<file path="src/core/frss_map.svh">
// Object indices, value codes and limits of the fault reaction stop sequencer.
// Assumes inclusion by core/frss_top.sv only; core/frss_pkg.sv does not include it.
`ifndef FRSS_MAP_SVH
`define FRSS_MAP_SVH

// ****************************************
// Object indices
// ****************************************
`define FRSS_IDX_ALARM_SEQ     16'h3510
`define FRSS_IDX_FAULT_SEL     16'h605E
`define FRSS_IDX_PROFILE_DEC   16'h6084
`define FRSS_IDX_QSTOP_DEC     16'h6085
`define FRSS_IDX_TORQUE_RAMP   16'h6087
`define FRSS_IDX_HOMING_ACC    16'h609A

// ****************************************
// Reset values
// ****************************************
`define FRSS_RST_16            16'h0000
`define FRSS_RST_32            32'h0000_0000

// ****************************************
// Fault reaction selection codes
// ****************************************
`define FRSS_SEL_ALARM         16'h0000
`define FRSS_SEL_RATE_A        16'h0001
`define FRSS_SEL_RATE_B        16'h0002

// ****************************************
// Operation mode codes
// ****************************************
`define FRSS_MODE_PP           8'h01
`define FRSS_MODE_PV           8'h03
`define FRSS_MODE_TQ           8'h04
`define FRSS_MODE_HM           8'h06
`define FRSS_MODE_IP           8'h07
`define FRSS_MODE_CSP          8'h08
`define FRSS_MODE_CSV          8'h09
`define FRSS_MODE_CST          8'h0A

// ****************************************
// Communication alarm groups, sub-code limit
// ****************************************
`define FRSS_GRP_A             8'h50
`define FRSS_GRP_B             8'h51
`define FRSS_GRP_C             8'h55
`define FRSS_GRP_D             8'h58
`define FRSS_SUB_MAX           4'h7

// ****************************************
// Standstill threshold in r/min
// ****************************************
`define FRSS_STOP_RPM          16'h001E

`endif

</file>
<file path="src/core/frss_pkg.sv">
// Types shared by the fault reaction stop sequencer.
// Assumes the constants of frss_map.svh.
package frss_pkg;

    typedef enum logic [1:0]
    {
        FRSS_OP_ENABLED,
        FRSS_FAULT_REACT,
        FRSS_FAULT
    } frss_state_e;

    typedef enum logic [2:0]
    {
        FRSS_SRC_NONE,
        FRSS_SRC_ALARM_SEQ,
        FRSS_SRC_PROFILE,
        FRSS_SRC_QSTOP,
        FRSS_SRC_HOMING,
        FRSS_SRC_TORQUE
    } frss_src_e;

    typedef struct packed
    {
        logic [7:0] group;
        logic [3:0] sub;
    } frss_alarm_s;

    typedef struct packed
    {
        logic        active;
        frss_src_e   source;
        logic [31:0] rate;
        logic [15:0] alarm_seq;
    } frss_stop_s;

endpackage : frss_pkg

</file>
<file path="src/core/frss_top.sv">
// Fault reaction stop sequencer: picks the deceleration after an alarm and steps the drive state.
// Assumes every input comes from logic on clk; objects are written by an object port on clk.
//
// Overview of operation
// [RL1] Only selection values 0 to 2 accepted
// [RL2] Selection applies to communication alarm groups only
// [RL3] Selection 0 uses alarm stop sequence
// [RL4] Selection 1 position/velocity uses profile deceleration
// [RL5] Selection 2 position/velocity/homing uses quick stop
// [RL6] Selection 1 homing uses homing acceleration
// [RL7] Selection 1/2 torque modes use torque slope
// [RL8] Other alarms always use alarm stop sequence
// [RL9] Deceleration starts as soon as alarm occurs
// [RL10] State is fault reaction active while decelerating
// [RL11] Stopped when velocity at most 30 r/min
// [RL12] After stop, state becomes Fault
// [RL13] Mode and selection latched at alarm
// [RL14] Halt rising edge decelerates, stays operation enabled
`timescale 1ns/1ps
`include "frss_map.svh"

module frss_top
    import frss_pkg::*;
(
    input  wire logic        clk,
    input  wire logic        reset_n,
    input  wire logic        obj_wr,
    input  wire logic [15:0] obj_index,
    input  wire logic [31:0] obj_wdata,
    output logic      [31:0] obj_rdata,
    input  wire logic        alarm_valid,
    input  wire frss_alarm_s alarm_code,
    input  wire logic [7:0]  op_mode,
    input  wire logic [15:0] actual_rpm,
    input  wire logic        halt_bit,
    input  wire logic        fault_reset,
    output frss_state_e      drive_state,
    output frss_stop_s       stop_cmd
);

    // ****************************************
    // Objects
    // ****************************************
    logic [15:0] alarm_stop_sequence_select;
    logic [15:0] fault_reaction_select;
    logic [31:0] profile_decel_rate;
    logic [31:0] quick_stop_decel_rate;
    logic [31:0] torque_ramp_rate;
    logic [31:0] homing_accel_rate;

    always_ff @(posedge clk or negedge reset_n)
    begin
        if (!reset_n)
        begin
            alarm_stop_sequence_select <= `FRSS_RST_16;
            fault_reaction_select      <= `FRSS_RST_16;
            profile_decel_rate         <= `FRSS_RST_32;
            quick_stop_decel_rate      <= `FRSS_RST_32;
            torque_ramp_rate           <= `FRSS_RST_32;
            homing_accel_rate          <= `FRSS_RST_32;
        end
        else if (obj_wr)
        begin
            unique case (obj_index)
                `FRSS_IDX_ALARM_SEQ:   alarm_stop_sequence_select <= obj_wdata[15:0];
                // Out-of-range values keep the previous setting
                `FRSS_IDX_FAULT_SEL:
                    if (obj_wdata[15:0] <= `FRSS_SEL_RATE_B)
                        fault_reaction_select <= obj_wdata[15:0]; // [RL1]
                `FRSS_IDX_PROFILE_DEC: profile_decel_rate    <= obj_wdata;
                `FRSS_IDX_QSTOP_DEC:   quick_stop_decel_rate <= obj_wdata;
                `FRSS_IDX_TORQUE_RAMP: torque_ramp_rate      <= obj_wdata;
                `FRSS_IDX_HOMING_ACC:  homing_accel_rate     <= obj_wdata;
                default: ;
            endcase
        end
    end

    always_ff @(posedge clk or negedge reset_n)
    begin
        if (!reset_n)
            obj_rdata <= `FRSS_RST_32;
        else
        begin
            unique case (obj_index)
                `FRSS_IDX_ALARM_SEQ:   obj_rdata <= {16'h0000, alarm_stop_sequence_select};
                `FRSS_IDX_FAULT_SEL:   obj_rdata <= {16'h0000, fault_reaction_select};
                `FRSS_IDX_PROFILE_DEC: obj_rdata <= profile_decel_rate;
                `FRSS_IDX_QSTOP_DEC:   obj_rdata <= quick_stop_decel_rate;
                `FRSS_IDX_TORQUE_RAMP: obj_rdata <= torque_ramp_rate;
                `FRSS_IDX_HOMING_ACC:  obj_rdata <= homing_accel_rate;
                default:               obj_rdata <= `FRSS_RST_32;
            endcase
        end
    end

    // ****************************************
    // Alarm capture
    // ****************************************
    logic        comm_alarm;
    logic        stopped;
    logic        alarm_take;
    logic        lat_comm;
    logic [7:0]  lat_mode;
    logic [15:0] lat_sel;

    assign comm_alarm = (alarm_code.group == `FRSS_GRP_A || alarm_code.group == `FRSS_GRP_B ||
                         alarm_code.group == `FRSS_GRP_C || alarm_code.group == `FRSS_GRP_D) &&
                        (alarm_code.sub <= `FRSS_SUB_MAX); // [RL2]
    assign stopped    = (actual_rpm <= `FRSS_STOP_RPM); // [RL11]
    // A second alarm during the reaction does not restart it
    assign alarm_take = alarm_valid && (drive_state == FRSS_OP_ENABLED);

    always_ff @(posedge clk or negedge reset_n)
    begin
        if (!reset_n)
        begin
            lat_comm <= 1'b0;
            lat_mode <= 8'h00;
            lat_sel  <= `FRSS_RST_16;
        end
        else if (alarm_take)
        begin
            lat_comm <= comm_alarm; // [RL13]
            lat_mode <= op_mode; // [RL13]
            lat_sel  <= fault_reaction_select; // [RL13]
        end
    end

    // ****************************************
    // Deceleration source selection
    // ****************************************
    function automatic frss_src_e pick_src(input logic comm, input logic [7:0] mode, input logic [15:0] sel);
        frss_src_e src;
        src = FRSS_SRC_ALARM_SEQ;
        if (comm && sel != `FRSS_SEL_ALARM) // [RL3] [RL8]
        begin
            unique case (mode)
                `FRSS_MODE_PP, `FRSS_MODE_CSP, `FRSS_MODE_IP, `FRSS_MODE_CSV, `FRSS_MODE_PV:
                    src = (sel == `FRSS_SEL_RATE_A) ? FRSS_SRC_PROFILE : FRSS_SRC_QSTOP; // [RL4] [RL5]
                `FRSS_MODE_HM:
                    src = (sel == `FRSS_SEL_RATE_A) ? FRSS_SRC_HOMING : FRSS_SRC_QSTOP; // [RL6] [RL5]
                `FRSS_MODE_CST, `FRSS_MODE_TQ:
                    src = FRSS_SRC_TORQUE; // [RL7]
                // Unknown modes fall back to the alarm stop sequence
                default: src = FRSS_SRC_ALARM_SEQ;
            endcase
        end
        return src;
    endfunction : pick_src

    frss_src_e fault_src;
    frss_src_e next_src;

    assign fault_src = pick_src(lat_comm, lat_mode, lat_sel);

    // ****************************************
    // Drive state
    // ****************************************
    logic halt_prev;
    logic halting;

    always_ff @(posedge clk or negedge reset_n)
    begin
        if (!reset_n)
            drive_state <= FRSS_OP_ENABLED;
        else
        begin
            unique case (drive_state)
                FRSS_OP_ENABLED:
                    if (alarm_take)
                        drive_state <= FRSS_FAULT_REACT; // [RL9] [RL10]
                FRSS_FAULT_REACT:
                    if (stopped)
                        drive_state <= FRSS_FAULT; // [RL12]
                FRSS_FAULT:
                    if (fault_reset)
                        drive_state <= FRSS_OP_ENABLED;
            endcase
        end
    end

    always_ff @(posedge clk or negedge reset_n)
    begin
        if (!reset_n)
            halt_prev <= 1'b0;
        else
            halt_prev <= halt_bit;
    end

    // Halt never changes the drive state; an alarm overrides it
    always_ff @(posedge clk or negedge reset_n)
    begin
        if (!reset_n)
            halting <= 1'b0;
        else if (drive_state != FRSS_OP_ENABLED || alarm_take || !halt_bit)
            halting <= 1'b0;
        else if (halt_bit && !halt_prev)
            halting <= 1'b1; // [RL14]
        else if (stopped)
            halting <= 1'b0; // [RL14]
    end

    // ****************************************
    // Stop command output
    // ****************************************
    always_comb
    begin
        next_src = FRSS_SRC_NONE;
        if (drive_state == FRSS_FAULT_REACT && !stopped)
            next_src = fault_src;
        else if (halting && !stopped)
            next_src = FRSS_SRC_PROFILE; // [RL14]
    end

    always_ff @(posedge clk or negedge reset_n)
    begin
        if (!reset_n)
            stop_cmd <= '0;
        else
        begin
            stop_cmd.active    <= (next_src != FRSS_SRC_NONE);
            stop_cmd.source    <= next_src;
            stop_cmd.alarm_seq <= alarm_stop_sequence_select;
            unique case (next_src)
                FRSS_SRC_PROFILE: stop_cmd.rate <= profile_decel_rate;
                FRSS_SRC_QSTOP:   stop_cmd.rate <= quick_stop_decel_rate;
                FRSS_SRC_HOMING:  stop_cmd.rate <= homing_accel_rate;
                FRSS_SRC_TORQUE:  stop_cmd.rate <= torque_ramp_rate;
                default:          stop_cmd.rate <= `FRSS_RST_32;
            endcase
        end
    end
endmodule : frss_top
</file>
<file path="config.mk">
export PLATFORM = sky130hd
export DESIGN_NAME = frss_top
export DESIGN_NICKNAME = d
export VERILOG_FILES = /design/src/core/frss_pkg.sv /design/src/core/frss_top.sv
export VERILOG_INCLUDE_DIRS = /design/src /design/src/core
export SDC_FILE = /design/constraint.sdc
export NUM_CORES = 1
export LEC_CHECK = 0
export ABC_CLOCK_PERIOD_IN_PS = 6300
export BUFFER_PORTS_ARGS = -buffer_cell sky130_fd_sc_hd__buf_4
export CORE_MARGIN = 2
export CORE_UTILIZATION = 43
export CTS_CLUSTER_DIAMETER = 200
export CTS_CLUSTER_SIZE = 24
export DETAILED_ROUTE_END_ITERATION = 7
export PLACE_DENSITY = 0.67
export REMOVE_ABC_BUFFERS = 1
export SLEW_MARGIN = 20
export SYNTH_ARGS = -nofsm -noshare
export SYNTH_HDL_FRONTEND = slang
export SYNTH_SLANG_ARGS = --single-unit
export TNS_END_PERCENT = 100
</file>
<file path="constraint.sdc">
create_clock -name clk -period 6.3 [get_ports clk]
set_clock_uncertainty 0.05 [all_clocks]
set_input_delay 0.945 -clock clk [delete_from_list [all_inputs] [get_ports clk]]
set_output_delay 0.945 -clock clk [all_outputs]
set_load 0.01 [all_outputs]
</file>
==> flow_metrics.tcl <==
set metrics [dict create \
    clk_pin_slew_ns 0.09 \
    die_y_um 167 \
    slew_headroom 0.320 \
    fin_setup_tns_ns 0 \
    utilization 0.520 \
    antenna_cells 0 \
    cts_setup_buffers 0 \
    io_buffers 172 \
    synth.most_common_cell "dfrtp_1" \
    coreArea_um2 26100 \
    ys_warn_count 0 \
    num_vias 7511 \
    hold_class "reg -> reg" \
    crit_fanout 33 \
    cts_sinks 273 \
    netlist_area_um2 11500 \
    setup_violations 0 \
    synth-edff-count 0 \
    drt_pre_antenna_iters 8 \
    avgSynthCellArea_um2 13.7 \
    row_count 59 \
    crit_path_start_kind "primary input" \
    synthFlopType "dfrtp_1" \
    slew_violations 0 \
    cts_tree "built" \
    post-place-ws_ns 2.12 \
    post-route-min-period_ns 3.68 \
    timing_hold_violations_final 0 \
    ys_seq_area_frac 0.596 \
    clock_path_buffers 3 \
    worstPathArrival_ns 4.00 \
    yosysTopAreaCell "dfrtp_1" \
    violations "design-rule violations" \
    path_cells "buf_4, or4b_1, or3_1, nor3_4, buf_4, nand2_2, mux2_2" \
    grt_use_total 0.200 \
    grt_pass1_wl_um 44000 \
    status "finished, violations left" \
    fmax_mhz 272 \
    p_leak_nw 6.59 \
    synth_cell_types 47 \
    min_to "stop_cmd[4]" \
    drive_gt1_frac 0.396 \
    die_w_um 167 \
    finalCritPeriodShare 0.583 \
    start_util 0.439 \
    cp_slowest_cell "nand2_2" \
    hp-start "alarm_stop_sequence_select[4]" \
    critical_path_required_ns 6.62 \
    io_pins 176 \
    synth-seq-cells 273 \
    cellPowerDensity_nw_per_um2 241 \
    htree_levels 1 \
    place.gp.congestion 0.759 \
    cp-end-kind "flip-flop" \
    routed_wl_um 28000 \
    drt_iter0_drc 617 \
    synth_cells 836 \
    r2r_setup_slack_ns 3.53 \
    synthArstFlopShare 1.00 \
    rsz0062_at_grt "no" \
    maxCapViolCount 0 \
    r2r_start "lat_sel[9]" \
    fin_nets 1084 \
    path_class "in -> reg" \
    worst_pin_slew_ns 1.02 \
    grt_max_degree 165 \
    dieArea_um2 28000 \
    drc 21 \
    path_common_cell "buf_4" \
    cts_buffers 15 \
    dpl.hpwl_um 16200 \
    insertion_delay_ns 0.50 \
    holdBufCountCts 0 \
    ant_nets 0 \
    synth_area_leaders "dfrtp_1 (60%), mux2_2 (16%), mux2i_1 (5.8%), o221ai_1 (2.5%), nand3_1 (1.5%)" \
    wire_per_inst_um 21.2 \
    areaGrowthSynthToFinish_pct 18.5 \
    grt_pass1_vias 7763 \
    ir_worst_vdd_uv 166 \
    reg2regPathDepth 6 \
    reg2reg_to "stop_cmd[18]" \
    overflow 0 \
    holdPathStages 0 \
    fin_ws_ns 2.62 \
    slowest_delay_ns 0.71 \
    viasPerCell 5.67 \
    clockRootBuffer "clkbuf_16" \
    cts_resized 0 \
    synth_top_cell_area_share 0.596 \
    yosys-top-cells-count "dfrtp_1 (273), mux2_2 (161), mux2i_1 (66)" \
    antenna_found_initial 0 \
]
-- metrics by stage --
| step | area (µm²) | power [mW] | hold WS, ns | std cells |
|---|---|---|---|---|
| floorplan | 11300 | 2.06 | 0.319 | 788 |
| global placement | 13200 | 2.30 | 0.332 | 1308 |
| detailed placement | 13200 | 2.31 | 0.337 | 1308 |
| CTS | 13600 | 3.32 | 0.354 | 1325 |
| global route | 13600 | 3.43 | 0.371 | 1325 |
| finish | 13600 | 3.27 | 0.345 | 1325 |
-- final cells by class --
cell class / instances / area, µm²
Inverter: 35 / 131
Tap cell: 335 / 419
Clock inverter: 2 / 25.0
Fill cell: 2278 / 12600
Sequential cell: 273 / 6830
Clock buffer: 15 / 375
Timing Repair Buffer: 185 / 1410
Multi-Input combinational cell: 480 / 4390
-- worst max-delay path by stage --
| stage | from | to | depth (start not counted) |
|---|---|---|---|
| floorplan | lat_mode[5] | stop_cmd[16] | 5 |
| finish | obj_index[9] | homing_accel_rate[20] | 7 |
| global placement | obj_index[9] | homing_accel_rate[26] | 7 |
| global route | obj_index[9] | homing_accel_rate[25] | 7 |
| detailed placement | obj_index[9] | homing_accel_rate[20] | 7 |
| CTS | obj_index[9] | homing_accel_rate[20] | 7 |
-- kinds of logic (layout without fill, tap and decap cells) --
kind of cell    count (synthesis)  count (layout)  share of synthesized area
compound gates                113             113                     0.0783
fa+ha+maj                       4               4                    0.00437
buf+inv                        83             237                     0.0281
flops                         273             273                      0.596
mux                           237             237                      0.229
simple gates                  126             126                     0.0644
-- power breakdown --
group	switching (mW)	internal (mW)	leakage [nW]	total, mW
clock	0.557	0.439	0.197	0.996
sequential	0.0326	1.79	3.79	1.83
combinational	0.281	0.167	2.61	0.448
-- registers in the layout (all words and copies together) (netlist names), 2 cells and up --
signal and cells:
stop_cmd 52, homing_accel_rate 32, obj_rdata 32, profile_decel_rate 32, quick_stop_decel_rate 32, torque_ramp_rate 32
alarm_stop_sequence_select 16, fault_reaction_select 16, lat_sel 16, lat_mode 8, drive_state 2
-- worst max-delay path: cells and delay by family --
family / cells / cell delay, ns
and+or+nand+nor: 4 / 1.94
buffers and inverters: 2 / 0.56
muxes: 1 / 0.52
-- cells in the final DEF (no fill, tap or decap), types with 2 or more instances in the layout --
cell | netlist | final
a22oi_1 | 16 | 16
and2b_1 | 8 | 8
mux2_4 | 10 | 10
or4_4 | 2 | 2
nand2_1 | 27 | 25
nor3_4 | 0 | 2
ha_1 | 4 | 4
nand4_1 | 3 | 3
nor2b_1 | 8 | 8
nand4b_1 | 3 | 3
nand3_1 | 35 | 34
mux2i_1 | 66 | 66
buf_4 | 0 | 183
mux2_2 | 161 | 161
inv_1 | 35 | 35
nand2b_1 | 3 | 3
o211ai_1 | 16 | 16
o21ai_0 | 21 | 21
clkbuf_16 | 0 | 15
or4_1 | 2 | 2
nand2_2 | 0 | 2
a21oi_1 | 2 | 2
o221ai_1 | 33 | 32
nor3_1 | 3 | 3
nor2_1 | 7 | 7
o21a_1 | 3 | 3
nor4_1 | 11 | 10
dfrtp_1 | 273 | 273
a222oi_1 | 16 | 16
-- per-layer routing --
metal,global-route usage,share of wire
met1,0.287,0.45
met2,0.316,0.47
met3,0.0381,0.068
met4,0.0446,0.017
met5,0,0
Power figures use the tool's default switching activity.
